`config.mk`:
```
export PLATFORM = sky130hd
export DESIGN_NAME = sag_addr_gen
export DESIGN_NICKNAME = d
export VERILOG_FILES = /design/src/sag_pkg.sv /design/src/sag_seg_sel.sv /design/src/sag_ea_calc.sv /design/src/sag_addr_gen.sv
export SDC_FILE = /design/constraint.sdc
export NUM_CORES = 1
export LEC_CHECK = 0
export BUFFER_PORTS_ARGS = -buffer_cell sky130_fd_sc_hd__buf_2
export CORE_AREA = 4 4 229 231
export DETAILED_ROUTE_END_ITERATION = 12
export DIE_AREA = 0 0 233 235
export SYNTH_ARGS = -nofsm -noshare
export SYNTH_HDL_FRONTEND = slang
export SYNTH_SLANG_ARGS = --single-unit
export TNS_END_PERCENT = 1
```
`constraint.sdc`:
```
create_clock -name clock_i -period 7.1 [get_ports clock_i]
set_clock_uncertainty 0.05 [all_clocks]
set_input_delay 0.355 -clock clock_i [delete_from_list [all_inputs] [get_ports clock_i]]
set_output_delay 0.355 -clock clock_i [all_outputs]
set_load 0.02 [all_outputs]
```
`src/sag_pkg.sv`:
```
package sag_pkg;

    // Reference kinds presented by the instruction context
    typedef enum logic [2:0] {
        SAG_REF_FETCH,
        SAG_REF_STACK,
        SAG_REF_STR_DST,
        SAG_REF_DATA,
        SAG_REF_IO_IMM,
        SAG_REF_IO_PORT
    } sag_ref_t;

    // Segment register numbering
    typedef enum logic [2:0] {
        SAG_SEG_DATA,
        SAG_SEG_CODE,
        SAG_SEG_STACK,
        SAG_SEG_EXTRA,
        SAG_SEG_F,
        SAG_SEG_G
    } sag_seg_t;

    // General register numbers of the base field
    localparam logic [2:0] SAG_GPR_STACK_PTR = 3'h4;
    localparam logic [2:0] SAG_GPR_FRAME_PTR = 3'h5;

    // Real mode selector shift and page geometry
    localparam int SAG_REAL_SHIFT = 4;
    localparam int SAG_PAGE_BITS = 12;
    localparam int SAG_SEG_COUNT = 6;

    // Values after reset
    localparam logic [31:0] SAG_ADDR_RST = 32'h0000_0000;
    localparam logic SAG_MIO_RST = 1'b1;

    // Reserved I/O window, kept clear by the system
    localparam logic [15:0] SAG_IO_RSVD_LO = 16'h00F8;
    localparam logic [15:0] SAG_IO_RSVD_HI = 16'h00FF;

endpackage

```
`src/sag_seg_sel.sv`:
```
`timescale 1ns/1ps
module sag_seg_sel (
    input wire sag_pkg::sag_ref_t ref_kind_i, // Reference kind
    input wire logic [2:0] base_gpr_i, // Base register number
    input wire logic ovr_valid_i, // Override prefix present
    input wire sag_pkg::sag_seg_t ovr_seg_i, // Override segment
    output sag_pkg::sag_seg_t seg_o // Chosen segment register
);
    import sag_pkg::*;

    // Default segment choice and override handling
    always_comb begin
        seg_o = SAG_SEG_DATA;
        case (ref_kind_i)
            SAG_REF_FETCH: seg_o = SAG_SEG_CODE;
            SAG_REF_STACK: seg_o = SAG_SEG_STACK;
            SAG_REF_STR_DST: seg_o = SAG_SEG_EXTRA;
            SAG_REF_DATA: begin
                if (ovr_valid_i) begin
                    seg_o = ovr_seg_i;
                end else if (base_gpr_i == SAG_GPR_FRAME_PTR || base_gpr_i == SAG_GPR_STACK_PTR) begin
                    seg_o = SAG_SEG_STACK;
                end else begin
                    seg_o = SAG_SEG_DATA;
                end
            end
            default: seg_o = SAG_SEG_DATA;
        endcase
    end
endmodule // sag_seg_sel

```
`src/sag_ea_calc.sv`:
```
`timescale 1ns/1ps
module sag_ea_calc (
    input wire logic [31:0] base_i, // Base register value
    input wire logic base_en_i, // Base in use
    input wire logic [31:0] index_i, // Index register value
    input wire logic index_en_i, // Index in use
    input wire logic [1:0] scale_i, // Scale code: 1,2,4,8
    input wire logic [31:0] disp_i, // Displacement, sign extended
    output logic [31:0] ea_o // Effective address
);
    // Scaled index sum, carry past bit 31 dropped
    always_comb begin
        logic [31:0] idx_scaled;
        idx_scaled = 32'h0000_0000;
        if (index_en_i) begin
            idx_scaled = index_i << scale_i;
        end
        ea_o = (base_en_i ? base_i : 32'h0000_0000) + idx_scaled + disp_i;
    end
endmodule // sag_ea_calc

```
`src/sag_addr_gen.sv`:
```
`timescale 1ns/1ps
module sag_addr_gen (
    input wire logic clock_i, // Processor clock
    input wire logic sys_rst_i, // Async reset, active high
    input wire logic clk_en_i, // Clock enable, freezes state when low
    input wire logic req_i, // Address request strobe
    input wire sag_pkg::sag_ref_t ref_kind_i, // Reference kind
    input wire logic prot_mode_i, // Protected mode when high
    input wire logic paging_en_i, // Paging enabled
    input wire logic [1:0] size_i, // Operand bytes minus one: 0,1,3
    input wire logic [31:0] ip_i, // Instruction pointer
    input wire logic [2:0] base_gpr_i, // Base register number
    input wire logic [31:0] base_i, // Base register value
    input wire logic base_en_i, // Base in use
    input wire logic [31:0] index_i, // Index register value
    input wire logic index_en_i, // Index in use
    input wire logic [1:0] scale_i, // Scale code
    input wire logic [31:0] disp_i, // Displacement
    input wire logic ovr_valid_i, // Override prefix present
    input wire sag_pkg::sag_seg_t ovr_seg_i, // Override segment
    input wire logic [15:0] code_segment_reg_i, // Code selector
    input wire logic [15:0] stack_segment_reg_i, // Stack selector
    input wire logic [15:0] data_segment_reg_i, // Data selector
    input wire logic [15:0] extra_segment_reg_i, // Extra selector
    input wire logic [15:0] f_segment_reg_i, // F selector
    input wire logic [15:0] g_segment_reg_i, // G selector
    input wire logic [31:0] code_base_i, // Code descriptor base
    input wire logic [31:0] stack_base_i, // Stack descriptor base
    input wire logic [31:0] data_base_i, // Data descriptor base
    input wire logic [31:0] extra_base_i, // Extra descriptor base
    input wire logic [31:0] f_base_i, // F descriptor base
    input wire logic [31:0] g_base_i, // G descriptor base
    input wire logic [7:0] io_imm_i, // Immediate port number
    input wire logic [15:0] port_addr_reg_i, // Port register value
    input wire logic [19:0] page_frame_i, // Translated page frame
    output logic addr_valid_o, // Address valid pulse
    output logic [31:0] linear_addr_o, // Linear address
    output logic [31:0] phys_addr_o, // Physical address
    output logic [3:0] byte_en_o, // Byte lanes from low address
    output logic mem_io_sel_o, // High memory, low I/O
    output sag_pkg::sag_seg_t seg_used_o, // Segment register used
    output logic [31:0] offset_o // Effective offset
);
    import sag_pkg::*;

    typedef struct packed {
        logic addr_valid;
        logic [31:0] linear_addr;
        logic [31:0] phys_addr;
        logic [3:0] byte_en;
        logic mem_io_sel;
        sag_seg_t seg_used;
        logic [31:0] offset;
    } sag_state_t;

    sag_state_t state_reg;
    sag_state_t state_next;
    sag_seg_t seg_sel;
    logic [31:0] ea;
    logic [15:0] sel_val;
    logic [31:0] seg_base;
    logic is_io;
    logic [31:0] ea_or_ip;

    // Default segment choice
    sag_seg_sel u_seg_sel (
        .ref_kind_i(ref_kind_i),
        .base_gpr_i(base_gpr_i),
        .ovr_valid_i(ovr_valid_i),
        .ovr_seg_i(ovr_seg_i),
        .seg_o(seg_sel)
    );

    // Effective address adder
    sag_ea_calc u_ea_calc (
        .base_i(base_i),
        .base_en_i(base_en_i),
        .index_i(index_i),
        .index_en_i(index_en_i),
        .scale_i(scale_i),
        .disp_i(disp_i),
        .ea_o(ea)
    );

    // Port accesses skip segmentation and paging
    assign is_io = (ref_kind_i == SAG_REF_IO_IMM) || (ref_kind_i == SAG_REF_IO_PORT);

    // Selector and descriptor base of the chosen segment; bases may overlap
    always_comb begin
        case (seg_sel)
            SAG_SEG_CODE: begin
                sel_val = code_segment_reg_i;
                seg_base = code_base_i;
            end
            SAG_SEG_STACK: begin
                sel_val = stack_segment_reg_i;
                seg_base = stack_base_i;
            end
            SAG_SEG_EXTRA: begin
                sel_val = extra_segment_reg_i;
                seg_base = extra_base_i;
            end
            SAG_SEG_F: begin
                sel_val = f_segment_reg_i;
                seg_base = f_base_i;
            end
            SAG_SEG_G: begin
                sel_val = g_segment_reg_i;
                seg_base = g_base_i;
            end
            default: begin
                sel_val = data_segment_reg_i;
                seg_base = data_base_i;
            end
        endcase
    end

    // Next state: offset, linear, physical, lanes and space select
    always_comb begin
        logic [31:0] off;
        logic [31:0] lin;
        state_next = state_reg;
        off = ea;
        lin = 32'h0000_0000;
        state_next.addr_valid = 1'b0;
        if (req_i) begin
            if (ref_kind_i == SAG_REF_FETCH) begin
                off = ip_i;
            end
            if (is_io) begin
                // Port number used as-is, zero extended
                if (ref_kind_i == SAG_REF_IO_IMM) begin
                    lin = {24'h00_0000, io_imm_i};
                end else begin
                    lin = {16'h0000, port_addr_reg_i};
                end
                state_next.phys_addr = lin;
                state_next.mem_io_sel = 1'b0;
            end else begin
                if (prot_mode_i) begin
                    lin = seg_base + off;
                end else begin
                    lin = ({16'h0000, sel_val} << SAG_REAL_SHIFT) + off;
                end
                if (paging_en_i) begin
                    state_next.phys_addr = {page_frame_i, lin[SAG_PAGE_BITS-1:0]};
                end else begin
                    state_next.phys_addr = lin;
                end
                state_next.mem_io_sel = 1'b1;
            end
            // Lanes counted up from the low-order byte address
            case (size_i)
                2'h0: state_next.byte_en = 4'h1;
                2'h1: state_next.byte_en = 4'h3;
                default: state_next.byte_en = 4'hF;
            endcase
            state_next.linear_addr = lin;
            state_next.offset = off;
            state_next.seg_used = seg_sel;
            state_next.addr_valid = 1'b1;
        end
    end

    // State register with clock enable
    always_ff @(posedge clock_i or posedge sys_rst_i) begin
        if (sys_rst_i) begin
            state_reg <= '{addr_valid: 1'b0, linear_addr: SAG_ADDR_RST, phys_addr: SAG_ADDR_RST,
                           byte_en: 4'h0, mem_io_sel: SAG_MIO_RST, seg_used: SAG_SEG_DATA,
                           offset: SAG_ADDR_RST};
        end else if (clk_en_i) begin
            state_reg <= state_next;
        end
    end

    // Every output is a field of the state register
    assign addr_valid_o = state_reg.addr_valid;
    assign linear_addr_o = state_reg.linear_addr;
    assign phys_addr_o = state_reg.phys_addr;
    assign byte_en_o = state_reg.byte_en;
    assign mem_io_sel_o = state_reg.mem_io_sel;
    assign seg_used_o = state_reg.seg_used;
    assign offset_o = state_reg.offset;

    // Offset the request actually uses, for the checks below
    assign ea_or_ip = (ref_kind_i == SAG_REF_FETCH) ? ip_i : ea;

    // Checks
    property p_io_low;
        @(posedge clock_i) disable iff (sys_rst_i)
        (clk_en_i && req_i && is_io) |=> (!mem_io_sel_o && addr_valid_o);
    endproperty
    a_io_low: assert property (p_io_low) else $error("I/O select not low");

    property p_mem_high;
        @(posedge clock_i) disable iff (sys_rst_i)
        (clk_en_i && req_i && !is_io) |=> mem_io_sel_o;
    endproperty
    a_mem_high: assert property (p_mem_high) else $error("Memory select not high");

    property p_io_zero_ext;
        @(posedge clock_i) disable iff (sys_rst_i)
        (addr_valid_o && !mem_io_sel_o) |-> (phys_addr_o[31:16] == 16'h0000 && phys_addr_o == linear_addr_o);
    endproperty
    a_io_zero_ext: assert property (p_io_zero_ext) else $error("Port address not zero extended");

    property p_real_lin;
        @(posedge clock_i) disable iff (sys_rst_i)
        (clk_en_i && req_i && !is_io && !prot_mode_i)
            |=> (linear_addr_o == ({16'h0000, $past(sel_val)} << 4) + $past(ea_or_ip));
    endproperty
    a_real_lin: assert property (p_real_lin) else $error("Real mode linear wrong");

    property p_prot_lin;
        @(posedge clock_i) disable iff (sys_rst_i)
        (clk_en_i && req_i && !is_io && prot_mode_i) |=> (linear_addr_o == $past(seg_base) + $past(ea_or_ip));
    endproperty
    a_prot_lin: assert property (p_prot_lin) else $error("Protected linear wrong");

    property p_no_paging;
        @(posedge clock_i) disable iff (sys_rst_i)
        (clk_en_i && req_i && !is_io && !paging_en_i) |=> (phys_addr_o == linear_addr_o);
    endproperty
    a_no_paging: assert property (p_no_paging) else $error("Physical differs from linear");

    property p_page_off;
        @(posedge clock_i) disable iff (sys_rst_i)
        addr_valid_o |-> (phys_addr_o[11:0] == linear_addr_o[11:0]);
    endproperty
    a_page_off: assert property (p_page_off) else $error("Page offset changed");

    property p_fetch_code;
        @(posedge clock_i) disable iff (sys_rst_i)
        (clk_en_i && req_i && ref_kind_i == SAG_REF_FETCH) |=> (seg_used_o == SAG_SEG_CODE && offset_o == $past(ip_i));
    endproperty
    a_fetch_code: assert property (p_fetch_code) else $error("Fetch not via code segment");

    property p_stack;
        @(posedge clock_i) disable iff (sys_rst_i)
        (clk_en_i && req_i && ref_kind_i == SAG_REF_STACK) |=> (seg_used_o == SAG_SEG_STACK);
    endproperty
    a_stack: assert property (p_stack) else $error("Stack not via stack segment");

    property p_str_dst;
        @(posedge clock_i) disable iff (sys_rst_i)
        (clk_en_i && req_i && ref_kind_i == SAG_REF_STR_DST) |=> (seg_used_o == SAG_SEG_EXTRA);
    endproperty
    a_str_dst: assert property (p_str_dst) else $error("String dest not via extra segment");

    property p_override;
        @(posedge clock_i) disable iff (sys_rst_i)
        (clk_en_i && req_i && ref_kind_i == SAG_REF_DATA && ovr_valid_i) |=> (seg_used_o == $past(ovr_seg_i));
    endproperty
    a_override: assert property (p_override) else $error("Override ignored");

    property p_dword_lanes;
        @(posedge clock_i) disable iff (sys_rst_i)
        (clk_en_i && req_i && size_i == 2'h3) |=> (byte_en_o == 4'hF && offset_o == $past(ea_or_ip));
    endproperty
    a_dword_lanes: assert property (p_dword_lanes) else $error("Dword lanes wrong");

    // Size code 2 is served as a doubleword
    property p_size_two;
        @(posedge clock_i) disable iff (sys_rst_i)
        (clk_en_i && req_i && size_i == 2'h2) |=> (byte_en_o == 4'hF);
    endproperty
    a_size_two: assert property (p_size_two) else $error("Size two lanes wrong");

    property p_word_lanes;
        @(posedge clock_i) disable iff (sys_rst_i)
        (clk_en_i && req_i && size_i == 2'h1) |=> (byte_en_o == 4'h3);
    endproperty
    a_word_lanes: assert property (p_word_lanes) else $error("Word lanes wrong");

    property p_low_lane;
        @(posedge clock_i) disable iff (sys_rst_i)
        addr_valid_o |-> byte_en_o[0];
    endproperty
    a_low_lane: assert property (p_low_lane) else $error("Addressed byte lane not enabled");

    property p_data_default;
        @(posedge clock_i) disable iff (sys_rst_i)
        (clk_en_i && req_i && ref_kind_i == SAG_REF_DATA && !ovr_valid_i && base_gpr_i != SAG_GPR_FRAME_PTR
            && base_gpr_i != SAG_GPR_STACK_PTR) |=> (seg_used_o == SAG_SEG_DATA);
    endproperty
    a_data_default: assert property (p_data_default) else $error("Data default not data segment");

    property p_frame_stack;
        @(posedge clock_i) disable iff (sys_rst_i)
        (clk_en_i && req_i && ref_kind_i == SAG_REF_DATA && !ovr_valid_i
            && (base_gpr_i == SAG_GPR_FRAME_PTR || base_gpr_i == SAG_GPR_STACK_PTR))
            |=> (seg_used_o == SAG_SEG_STACK);
    endproperty
    a_frame_stack: assert property (p_frame_stack) else $error("Pointer base not stack segment");

    property p_no_implicit_efg;
        @(posedge clock_i) disable iff (sys_rst_i)
        (clk_en_i && req_i && !is_io && ref_kind_i != SAG_REF_STR_DST
            && (ref_kind_i != SAG_REF_DATA || !ovr_valid_i))
            |=> (seg_used_o != SAG_SEG_EXTRA && seg_used_o != SAG_SEG_F && seg_used_o != SAG_SEG_G);
    endproperty
    a_no_implicit_efg: assert property (p_no_implicit_efg) else $error("Extra, F or G without override");

    property p_io_imm;
        @(posedge clock_i) disable iff (sys_rst_i)
        (clk_en_i && req_i && ref_kind_i == SAG_REF_IO_IMM) |=> (linear_addr_o == {24'h00_0000, $past(io_imm_i)});
    endproperty
    a_io_imm: assert property (p_io_imm) else $error("Immediate port address wrong");

    property p_io_port;
        @(posedge clock_i) disable iff (sys_rst_i)
        (clk_en_i && req_i && ref_kind_i == SAG_REF_IO_PORT)
            |=> (phys_addr_o == {16'h0000, $past(port_addr_reg_i)});
    endproperty
    a_io_port: assert property (p_io_port) else $error("Register port address wrong");

    property p_page_frame;
        @(posedge clock_i) disable iff (sys_rst_i)
        (clk_en_i && req_i && !is_io && paging_en_i) |=> (phys_addr_o[31:SAG_PAGE_BITS] == $past(page_frame_i));
    endproperty
    a_page_frame: assert property (p_page_frame) else $error("Page frame not applied");

    property p_ea_sum;
        @(posedge clock_i) disable iff (sys_rst_i)
        (clk_en_i && req_i && ref_kind_i == SAG_REF_DATA)
            |=> (offset_o == ($past(base_en_i) ? $past(base_i) : 32'h0000_0000)
                + ($past(index_en_i) ? ($past(index_i) << $past(scale_i)) : 32'h0000_0000) + $past(disp_i));
    endproperty
    a_ea_sum: assert property (p_ea_sum) else $error("Effective address wrong");

endmodule // sag_addr_gen

```
Yosys cells after proc, flatten, opt, wreduce, memory -nomap -nowiden
Index checks and enable logic that the tools add are counted.
Word-level totals
  register bits after elaboration: 105
  bits of input ports: 482
Cells by class
  reductions and logical operators: 5
  multiplexer cells: 17
  equality and inequality tests: 13
  add/subtract/negate cells: 4
  shift operators: 1
Operator list (count)
  $mux 32: 8
  $pmux 32 s5: 1
  $mux 105: 1
  $add 32x32->32: 3
  $pmux 16 s5: 1
  $add 20x32->32: 1
  $shl 32x2->32: 1
  $eq 3x3->1 const B: 6
  $mux 16: 1
  $eq 3x2->1 const B: 4
  $pmux 3 s4: 1
  $pmux 4 s2: 1
  $eq 3x1->1 const B: 2
  $logic_not 3->1: 1
  $mux 3: 1
  $eq 2x1->1 const B: 1
  $logic_not 2->1: 1
  $logic_or 1x1->1: 2
  $mux 2: 1
  $reduce_and 2->1: 1
  $mux 1: 1

Depth between registers and ports, before layout
Gate-level depths: netlist (run 1).
  depth in word-level cells: 12
  depth in mapped cells: 33
  depth with buffers taken out: 30

Cells and area by module
Synthesis (run 1) repeated with hierarchy kept, for this count alone.
Second synthesis, totals
  cell total of the unflattened synthesis: 1694
  area total of the unflattened synthesis: 13033.8 um^2
By module, submodules not included
  sag_addr_gen: area each 9392.8 um^2, cells each 1266, instances 1
  sag_ea_calc: area each 3582.2 um^2, cells each 419, instances 1
  sag_seg_sel: area each 58.8 um^2, cells each 9, instances 1

Worst setup path before layout (run 1)
OpenSTA, ideal clock, no wires.
  path type: input port to flip-flop
  start: input scale_i[0]
  end: register state_reg (netlist bit phys_addr_o[31])
  setup slack: -0.044 ns
  setup time: 0.130 ns
  required time: 6.920 ns
  stages: 31
  arrival time: 6.963 ns
  path through: clkbuf_1 > buf_1 > buf_1 > nand2b_1 > nand2_1 > o211a_1 > fa_1 > ha_1 > a211oi_2 > nor2_1 > o21a_1 > nor2_1 > o21bai_1 > a21oi_1 > o21bai_1 > a21oi_1 > xnor2_1 > nand2_1 > nand2_1 > ha_1 > or3_1 > or3_4 > a221oi_4 > o211ai_1 > o31ai_1 > nor2_1 > a221oi_4 > a21oi_2 > a32o_1 > o211ai_1 > nand3_1
Between the ends
  cells in the longest elaborated chain, start to end: 10
  elaborated cells on any way between the ends: 11
  those cells by class: add/sub: 4; shift: 1; mux: 6
RTL lines
  from (decl): RTL line sag_addr_gen.sv:17  | input wire logic [1:0] scale_i,
  $shl 32x2->32 *: RTL line sag_ea_calc.sv:16  | idx_scaled = index_i << scale_i;
  $mux 32 *: RTL line sag_ea_calc.sv:15  | if (index_en_i) begin
  $add 32x32->32 * (2 in a row): RTL line sag_ea_calc.sv:18  | ea_o = (base_en_i ? base_i : 32'h0000_0000) + idx_scaled + disp_i;
  $mux 32 *: RTL line sag_addr_gen.sv:127  | if (ref_kind_i == SAG_REF_FETCH) begin
  $mux 32 *: RTL line sag_addr_gen.sv:126  | if (req_i) begin
  $add 20x32->32 / $add 32x32->32 (equally long branches): RTL line sag_addr_gen.sv:143, sag_addr_gen.sv:141
  $mux 32 *: RTL line sag_addr_gen.sv:140  | if (prot_mode_i) begin
  $mux 32 *: RTL line sag_addr_gen.sv:145  | if (paging_en_i) begin
  $mux 32 *: RTL line sag_addr_gen.sv:130  | if (is_io) begin
  to (signal assigned): RTL line sag_addr_gen.sv:168  | state_reg <= '{addr_valid: 1'b0, linear_addr: SAG_ADDR_RST, phys_addr: SAG_ADDR_RST,
  to (signal assigned): RTL line sag_addr_gen.sv:172  | state_reg <= state_next;
  to (decl): RTL line sag_addr_gen.sv:56  | sag_state_t state_reg;
Every way passes the cells marked *; elsewhere a longest branch is shown, timed or not. The select of a mux whose other input is x is not followed.
A chain may end at the register's enable or synchronous reset.

Worst setup path in the final report (run 1)
Ends and elaborated chain as after synthesis.

==> results of run 1 <==
-- per-stage QoR --
step / hold slack, ns / area [um2] / utilization, %
after floorplan: 0.4123 / 13300 / -
after global placement: 0.3979 / 16940 / 33.83
after detailed placement: 0.3996 / 16940 / 33.83
after CTS: 0.1687 / 17260 / 34.47
after global routing: 0.1883 / 17290 / 34.52
final: 0.1840 / 17300 / 34.54
-- routing by layer --
layer  global-route usage [%]  vias to the layer above  wire [um]
li1                         -                     7310          -
met1                    32.22                     7636      30250
met2                    39.36                      627      32000
met3                    4.360                       77       4928
met4                    6.358                       10       1532
met5                        0                        -         64
-- cells in the mapped netlist, types with 8 or more instances --
master / instances / area, um2
sky130_fd_sc_hd__nand2b_1: 15 / 93.84
sky130_fd_sc_hd__xor2_1: 21 / 183.9
sky130_fd_sc_hd__o221ai_1: 33 / 289.0
sky130_fd_sc_hd__inv_1: 53 / 198.9
sky130_fd_sc_hd__nand3_1: 32 / 160.2
sky130_fd_sc_hd__buf_1: 16 / 60.06
sky130_fd_sc_hd__a22oi_1: 59 / 442.9
sky130_fd_sc_hd__mux4_2: 11 / 247.7
sky130_fd_sc_hd__nand2_1: 206 / 773.2
sky130_fd_sc_hd__xnor2_1: 50 / 437.9
sky130_fd_sc_hd__buf_2: 12 / 60.06
sky130_fd_sc_hd__fa_1: 34 / 680.7
sky130_fd_sc_hd__nor2_1: 127 / 476.7
sky130_fd_sc_hd__a211oi_1: 19 / 142.6
sky130_fd_sc_hd__mux2_2: 30 / 337.8
sky130_fd_sc_hd__clkbuf_1: 82 / 307.8
sky130_fd_sc_hd__o21a_1: 23 / 172.7
sky130_fd_sc_hd__and3_1: 25 / 156.4
sky130_fd_sc_hd__o21ai_1: 15 / 75.07
sky130_fd_sc_hd__a22o_1: 10 / 87.58
sky130_fd_sc_hd__nor2b_1: 9 / 56.30
sky130_fd_sc_hd__buf_4: 14 / 105.1
sky130_fd_sc_hd__ha_1: 73 / 913.4
sky130_fd_sc_hd__o211ai_1: 17 / 127.6
sky130_fd_sc_hd__a21o_1: 36 / 270.3
sky130_fd_sc_hd__o22a_1: 17 / 148.9
sky130_fd_sc_hd__and2_1: 50 / 312.8
sky130_fd_sc_hd__or3_1: 8 / 50.05
sky130_fd_sc_hd__mux2i_1: 41 / 410.4
sky130_fd_sc_hd__a21oi_1: 90 / 450.4
sky130_fd_sc_hd__a32oi_1: 9 / 78.83
sky130_fd_sc_hd__o21ai_0: 130 / 650.6
sky130_fd_sc_hd__dfrtp_1: 91 / 2277
sky130_fd_sc_hd__a31oi_1: 22 / 137.6
sky130_fd_sc_hd__o21bai_1: 9 / 67.56
sky130_fd_sc_hd__o211a_1: 12 / 120.1
sky130_fd_sc_hd__nor3_1: 20 / 100.1
sky130_fd_sc_hd__nand4_1: 18 / 112.6
-- area by class of cell --
| type | instances | area [um2] | share of cell area (%) |
|---|---|---|---|
| antenna | 15 | 37.54 | 0.2170 |
| clock buffer | 9 | 225.2 | 1.302 |
| clock inverter | 7 | 85.08 | 0.4919 |
| inverter | 56 | 212.7 | 1.230 |
| multi-input combinational | 1405 | 10270 | 59.39 |
| sequential | 92 | 2303 | 13.32 |
| tap | 672 | 840.8 | 4.861 |
| timing repair buffer | 635 | 3318 | 19.19 |
-- power by group --
group | total [mW] | internal, mW | switching, mW
combinational | 3.57 | 1.38 | 2.19
clock | 0.526 | 0.279 | 0.247
sequential | 0.835 | 0.714 | 0.121
total | 4.93 | 2.37 | 2.56
-- cells by family after synthesis --
kind of cell,Yosys count,synth area share (%)
muxes,82,7.487
and+or+nand+nor,551,20.17
adders and majority gates,107,11.98
xor gates and xnor gates,72,4.797
DFF,92,17.32
buffers and inverters,181,5.672
AOI/OAI and AO/OA,593,32.58
-- registers in the layout, summed over array words and instances (netlist names) --
signal	flops
seg_used_o	3
byte_en_o	3
linear_addr_o	32
mem_io_sel_o	1
addr_valid_o	1
offset_o	32
phys_addr_o	20
-- worst register-to-register path, stage by stage, from the launching register on --
cell	delay (ns)
sky130_fd_sc_hd__dfrtp_1	0.39
sky130_fd_sc_hd__a32o_1	0.23
sky130_fd_sc_hd__a21o_1	0.15
-- worst max-delay path by stage --
stage / from / endpoint / slack (ns) / cells after the start
after floorplan: scale_i[0] / phys_addr_o[31] / 0.15 / 31
after global placement: scale_i[0] / linear_addr_o[31] / 0.17 / 26
after detailed placement: scale_i[0] / linear_addr_o[31] / 0.08 / 28
after CTS: scale_i[0] / phys_addr_o[31] / 0.43 / 28
after global routing: scale_i[0] / phys_addr_o[31] / 0.03 / 31
final: scale_i[0] / phys_addr_o[31] / 0.43 / 28
-- repair_timing --
action,4_1_cts,5_1_grt
hold buffers,1,0
gates resized for setup,0,0
buffers inserted,0,0
hold endpoints to repair,11,0
==> impl_metrics.py, run 1 <==
metrics = {
    "finish": {
        "layout.nets": 2788,
        "layout_commonest_cell": "sky130_fd_sc_hd__buf_2",
        "layout_cells_sized_above_1_pct": 33.94,
        "flow.area_growth_from_synthesis_pct": 30.01,
        "num-fill-cells": 5414,
        "layout.cells.most_common_list": "585 x sky130_fd_sc_hd__buf_2, 205 x sky130_fd_sc_hd__nand2_1, 130 x sky130_fd_sc_hd__o21ai_0, 126 x sky130_fd_sc_hd__nor2_1, 91 x sky130_fd_sc_hd__dfrtp_1",
        "post_layout_nonfiller_instances": 2891,
    },
    "drt": {
        "drt_pre_antenna_iters": 5,
        "drc": 0,
        "dr.first_iter.drc_count": 1130,
        "wirelength_routed_mm": 68.78,
        "vias_per_cell": 5.417,
        "avgRoutedWirePerCell_um": 23.79,
        "route.vias.total": 15660,
        "final_antenna_net_count": 0,
    },
    "worst_setup_path": {
        "setup.reg_to_reg.worst_slack_ns": 6.18,
        "worst-r2r-cell-count": 2,
        "rr_startpoint": "phys_addr_o[27]",
        "critical_path.slowest_cell": "sky130_fd_sc_hd__fa_1",
        "worstPathMaxFanout": 5,
        "crit_path_frequent_cell": "sky130_fd_sc_hd__nor2_1",
        "crit_path_start_kind": "input pin",
        "slowest_stage_delay_cp_ns": 0.50,
        "worstPathRequired_ns": 7.30,
        "worst_flop_to_flop_path_endpoint": "phys_addr_o[27]",
        "endpoint_kind": "flip-flop",
        "cp_num_buf_inv": 1,
        "crit_type": "input pin to flip-flop",
        "path_delay_family": "compound AO/OA/AOI/OAI gates",
        "arrival_ns": 6.87,
    },
    "placed_design": {
        "placement.io_buffers": 585,
        "hpwl_mm": 58.66,
        "place.gp.congestion": 0.9298,
        "preCtsSetupSlack_ns": 0.08047,
        "numPlacedInstances": 2859,
    },
    "clock_tree": {
        "clockRootBuffer": "sky130_fd_sc_hd__clkbuf_16",
        "cts_max_level": 3,
        "cts_buffer_depth": 2,
        "insertion_delay_ns": 0.36,
        "tritoncts_clock_tree": "done",
        "clock_sink_count": 92,
        "cts_inserted_buffers": 9,
        "path_clk_slew_ns": 0.08,
    },
    "global_routing": {
        "first_global_vias": 15600,
        "antenna_found_initial": 25,
        "grt-ovfl-total": 0,
        "global_route_wire_length_before_repair_mm": 99.97,
        "globalRouteTotalUtil_pct": 23.92,
        "grt_max_degree": 79,
    },
    "synth": {
        "syn_area_per_cell_um2": 7.928,
        "synthCells": 1678,
        "synth-seq-cells": 92,
        "synth.distinct_cells": 108,
        "synth_edf_count": 0,
        "synth_async_sr_flop_share_pct": 100.0,
        "syn-cell-area_mm2": 0.01330,
        "post_synth_top_flop": "sky130_fd_sc_hd__dfrtp_1",
        "ys_warn_count": 0,
        "synth_sequential_area_ratio_pct": 17.32,
        "postSynthNetCount": 2267,
    },
    "timing": {
        "fmax_mhz": 149.8,
        "number_of_hold_slack_violations_in_the_final_timing_report": 0,
        "final_critical_path_setup_slack_ns": 0.4252,
        "setup_viol": 0,
        "timing_worst_slew_pin_value_ns": 0.9370,
        "timing.final.crit_share_pct": 94.01,
        "maxSlewHeadroom_pct": 37.16,
        "rsz_0062_raised_after_global_routing": "false",
        "setup-tns-final_ns": 0,
        "final-max-slew-violation-count": 0,
        "post-route-min-period_ns": 6.675,
    },
    "floorplan": {
        "die-width_um": 233,
        "initial_core_util_pct": 26.57,
        "core_region_area_mm2": 0.05007,
        "die-height_um": 235,
        "die-area_mm2": 0.05476,
        "rows": 82,
        "io_pins": 587,
    },
    "min_path": {
        "min_delay_path_depth": 3,
        "timing.hold.worst.start": "page_frame_i[12]",
        "hold_class": "input pin to flip-flop",
        "worst_hold_path.endpoint": "phys_addr_o[24]",
    },
    "pwr": {
        "leakagePower_nw": 8.359,
        "ir_worst_vdd_uv": 118.3,
        "powerDensity_mw_per_mm2": 284.9,
        "p_total_mw": 4.927,
    },
    "run_status": {
        "run_status": "finished, final reports clean",
    },
    "run": {
        "cap_viol_max_count": 0,
    },
}
Note: power is estimated with default switching activity, not from simulation.
==> inputs of run 2 (changes only) <==
--- a/config.mk
+++ b/config.mk
@@ -6,9 +6,9 @@
 export NUM_CORES = 1
 export LEC_CHECK = 0
 export BUFFER_PORTS_ARGS = -buffer_cell sky130_fd_sc_hd__buf_2
-export CORE_AREA = 4 4 229 231
+export CORE_AREA = 2 2 227 229
 export DETAILED_ROUTE_END_ITERATION = 12
-export DIE_AREA = 0 0 233 235
+export DIE_AREA = 0 0 229 231
 export SYNTH_ARGS = -nofsm -noshare
 export SYNTH_HDL_FRONTEND = slang
 export SYNTH_SLANG_ARGS = --single-unit
==> constraint.sdc (replaced) <==
create_clock -name clock_i -period 5.7 [get_ports clock_i]
set_clock_uncertainty 0.05 [all_clocks]
set_input_delay 0.285 -clock clock_i [delete_from_list [all_inputs] [get_ports clock_i]]
set_output_delay 0.285 -clock clock_i [all_outputs]
set_load 0.02 [all_outputs]
==> impl_metrics.py, run 2 (same netlist as run 1, synthesis figures left out) <==
metrics = {
    "drt": {
        "route.vias.total": 16560,
        "drc": 0,
        "avgRoutedWirePerCell_um": 22.76,
        "dr.first_iter.drc_count": 1300,
        "final_antenna_net_count": 0,
        "vias_per_cell": 5.245,
        "wirelength_routed_mm": 71.89,
        "drt_pre_antenna_iters": 7,
    },
    "clock_tree": {
        "cts_inserted_buffers": 9,
        "path_clk_slew_ns": 0.07,
        "insertion_delay_ns": 0.36,
        "cts_buffer_depth": 2,
        "clockRootBuffer": "sky130_fd_sc_hd__clkbuf_16",
        "cts_max_level": 3,
        "tritoncts_clock_tree": "done",
        "clock_sink_count": 92,
    },
    "pwr": {
        "p_total_mw": 7.021,
        "ir_worst_vdd_uv": 233.1,
        "power_report.internal_total_mw": 3.630,
        "leakagePower_nw": 9.629,
        "seqPwrFrac_pct": 14.7,
        "pwr-share-comb_pct": 76.5,
        "powerDensity_mw_per_mm2": 360.5,
        "sw_frac_of_total_pct": 48.30,
        "net-switching-power_mw": 3.391,
        "pwr-share-clk_pct": 8.8,
    },
    "placed_design": {
        "placement.io_buffers": 585,
        "hpwl_mm": 61.55,
        "numPlacedInstances": 3121,
        "place.gp.congestion": 1.017,
        "preCtsSetupSlack_ns": -0.7750,
        "postPlaceCellArea_mm2": 0.01894,
    },
    "worst_setup_path": {
        "crit_type": "input pin to flip-flop",
        "worst-r2r-cell-count": 2,
        "worstPathMaxFanout": 8,
        "worstPathRequired_ns": 5.87,
        "timing.critical_path.from": "scale_i[0]",
        "rr_startpoint": "phys_addr_o[27]",
        "crit_path_start_kind": "input pin",
        "worst_flop_to_flop_path_endpoint": "phys_addr_o[27]",
        "arrival_ns": 6.01,
        "setup.reg_to_reg.worst_slack_ns": 4.79,
        "endpoint_kind": "flip-flop",
    },
    "floorplan": {
        "die-width_um": 229,
        "initial_core_util_pct": 26.25,
        "rows": 83,
        "core_region_area_mm2": 0.05068,
        "io_pins": 587,
        "die-area_mm2": 0.05290,
        "die-height_um": 231,
    },
    "timing": {
        "post-route-min-period_ns": 5.838,
        "maxSlewHeadroom_pct": 36.98,
        "final-max-slew-violation-count": 0,
        "timing.final.crit_share_pct": 102.4,
        "number_of_hold_slack_violations_in_the_final_timing_report": 0,
        "setup_viol": 11,
        "timing_worst_slew_pin_value_ns": 0.9442,
        "final_critical_path_setup_slack_ns": -0.1385,
        "rsz_0062_raised_after_global_routing": "true",
        "fmax_mhz": 171.3,
    },
    "global_routing": {
        "global_route_wire_length_before_repair_mm": 104.9,
        "antenna_found_initial": 21,
        "first_global_vias": 16500,
        "grt_max_degree": 80,
        "globalRouteTotalUtil_pct": 26.25,
        "grt-ovfl-total": 0,
    },
    "run": {
        "cap_viol_max_count": 0,
    },
    "run_status": {
        "run_status": "finished with violations",
        "failed_checks": "negative setup slack",
    },
    "finish": {
        "layout.nets": 3045,
        "layout.cells.most_common_list": "584 x sky130_fd_sc_hd__buf_2, 296 x sky130_fd_sc_hd__buf_4, 204 x sky130_fd_sc_hd__nand2_1, 125 x sky130_fd_sc_hd__o21ai_0, 121 x sky130_fd_sc_hd__nor2_1",
        "post-route-cell-area_mm2": 0.01948,
        "postLayoutCoreUtil_pct": 38.44,
        "post_layout_nonfiller_instances": 3158,
        "flow.area_growth_from_synthesis_pct": 46.43,
        "layout_commonest_cell": "sky130_fd_sc_hd__buf_2",
        "layout_cells_sized_above_1_pct": 41.81,
    },
    "min_path": {
        "hold_class": "input pin to flip-flop",
        "min_delay_path_depth": 3,
        "worst_hold_path.endpoint": "phys_addr_o[30]",
        "timing.hold.worst.start": "page_frame_i[18]",
    },
}
[run 2: worst max-delay path by stage]
| stage | cells past startpoint | slack [ns] | to |
|---|---|---|---|
| after CTS | 30 | -0.09 | linear_addr_o[29] |
| after global placement | 28 | -0.64 | linear_addr_o[29] |
| after floorplan | 29 | -0.56 | phys_addr_o[31] |
| after global routing | 33 | -0.37 | linear_addr_o[29] |
| after detailed placement | 28 | -0.77 | linear_addr_o[29] |
| final | 28 | -0.14 | linear_addr_o[29] |
[run 2: per-layer routing]
| metal | routed length (um) | track usage, % |
|---|---|---|
| met1 | 31900 | 35.11 |
| met2 | 32950 | 43.46 |
| met3 | 5216 | 4.496 |
| met4 | 1773 | 7.305 |
| met5 | 56 | 0 |
[run 2: critical path: stages]
cell and delay, ns:
sky130_fd_sc_hd__buf_12 0.10, sky130_fd_sc_hd__buf_8 0.14, sky130_fd_sc_hd__mux2i_4 0.24, sky130_fd_sc_hd__nor2_1 0.09
sky130_fd_sc_hd__fa_1 0.52, sky130_fd_sc_hd__ha_4 0.20, sky130_fd_sc_hd__fa_1 0.45, sky130_fd_sc_hd__a21o_1 0.21
sky130_fd_sc_hd__a22o_1 0.23, sky130_fd_sc_hd__nor2_2 0.11, sky130_fd_sc_hd__o21ai_0 0.10, sky130_fd_sc_hd__xor2_1 0.16
sky130_fd_sc_hd__nand2_1 0.07, sky130_fd_sc_hd__nand2_1 0.08, sky130_fd_sc_hd__ha_2 0.20, sky130_fd_sc_hd__or3_4 0.37
sky130_fd_sc_hd__or3_4 0.39, sky130_fd_sc_hd__a221oi_4 0.25, sky130_fd_sc_hd__o211ai_1 0.20, sky130_fd_sc_hd__o31ai_2 0.28
sky130_fd_sc_hd__buf_4 0.18, sky130_fd_sc_hd__o31ai_4 0.09, sky130_fd_sc_hd__o311ai_4 0.23, sky130_fd_sc_hd__buf_6 0.17
sky130_fd_sc_hd__a211oi_2 0.07, sky130_fd_sc_hd__xnor2_1 0.22, sky130_fd_sc_hd__o221a_1 0.28, sky130_fd_sc_hd__o21ai_1 0.07
[run 2: power groups by stage]
stage | Clock (mW) | Combinational [mW] | Sequential (mW)
floorplan | 0 | 2.62 | 1.32
global placement | 0 | 5.21 | 1.03
detailed placement | 0 | 5.27 | 1.05
CTS | 0.642 | 5.34 | 1.03
global route | 0.668 | 5.84 | 1.06
finish | 0.620 | 5.37 | 1.03
[run 2: area by class of cell]
cell class,instances,area [um2]
clock inverters,7,68.82
inverters,56,212.7
diodes,17,42.54
repair buffers,892,5344
flip-flops and latches,92,2303
multi-input cells,1405,10430
fillers,5321,31200
well taps,680,850.8
clock buffers,9,225.2
[run 2: metrics by stage]
| stage | hold WS (ns) | TNS (ns) |
|---|---|---|
| after global routing | 0.1195 | -8.320 |
| after CTS | 0.1034 | -0.4584 |
| final | 0.1194 | -0.8091 |
| after global placement | 0.2869 | -15.87 |
| after detailed placement | 0.2784 | -19.38 |
| after floorplan | 0.3423 | -6.374 |
[run 2: repair_timing]
action | CTS | global route
hold buffers | 1 | 0
pin swaps | 16 | 9
resized for setup | 26 | 13
endpoints found under the setup margin | 30 | 32
setup buffers | 3 | 0
hold endpoints to repair | 31 | 0
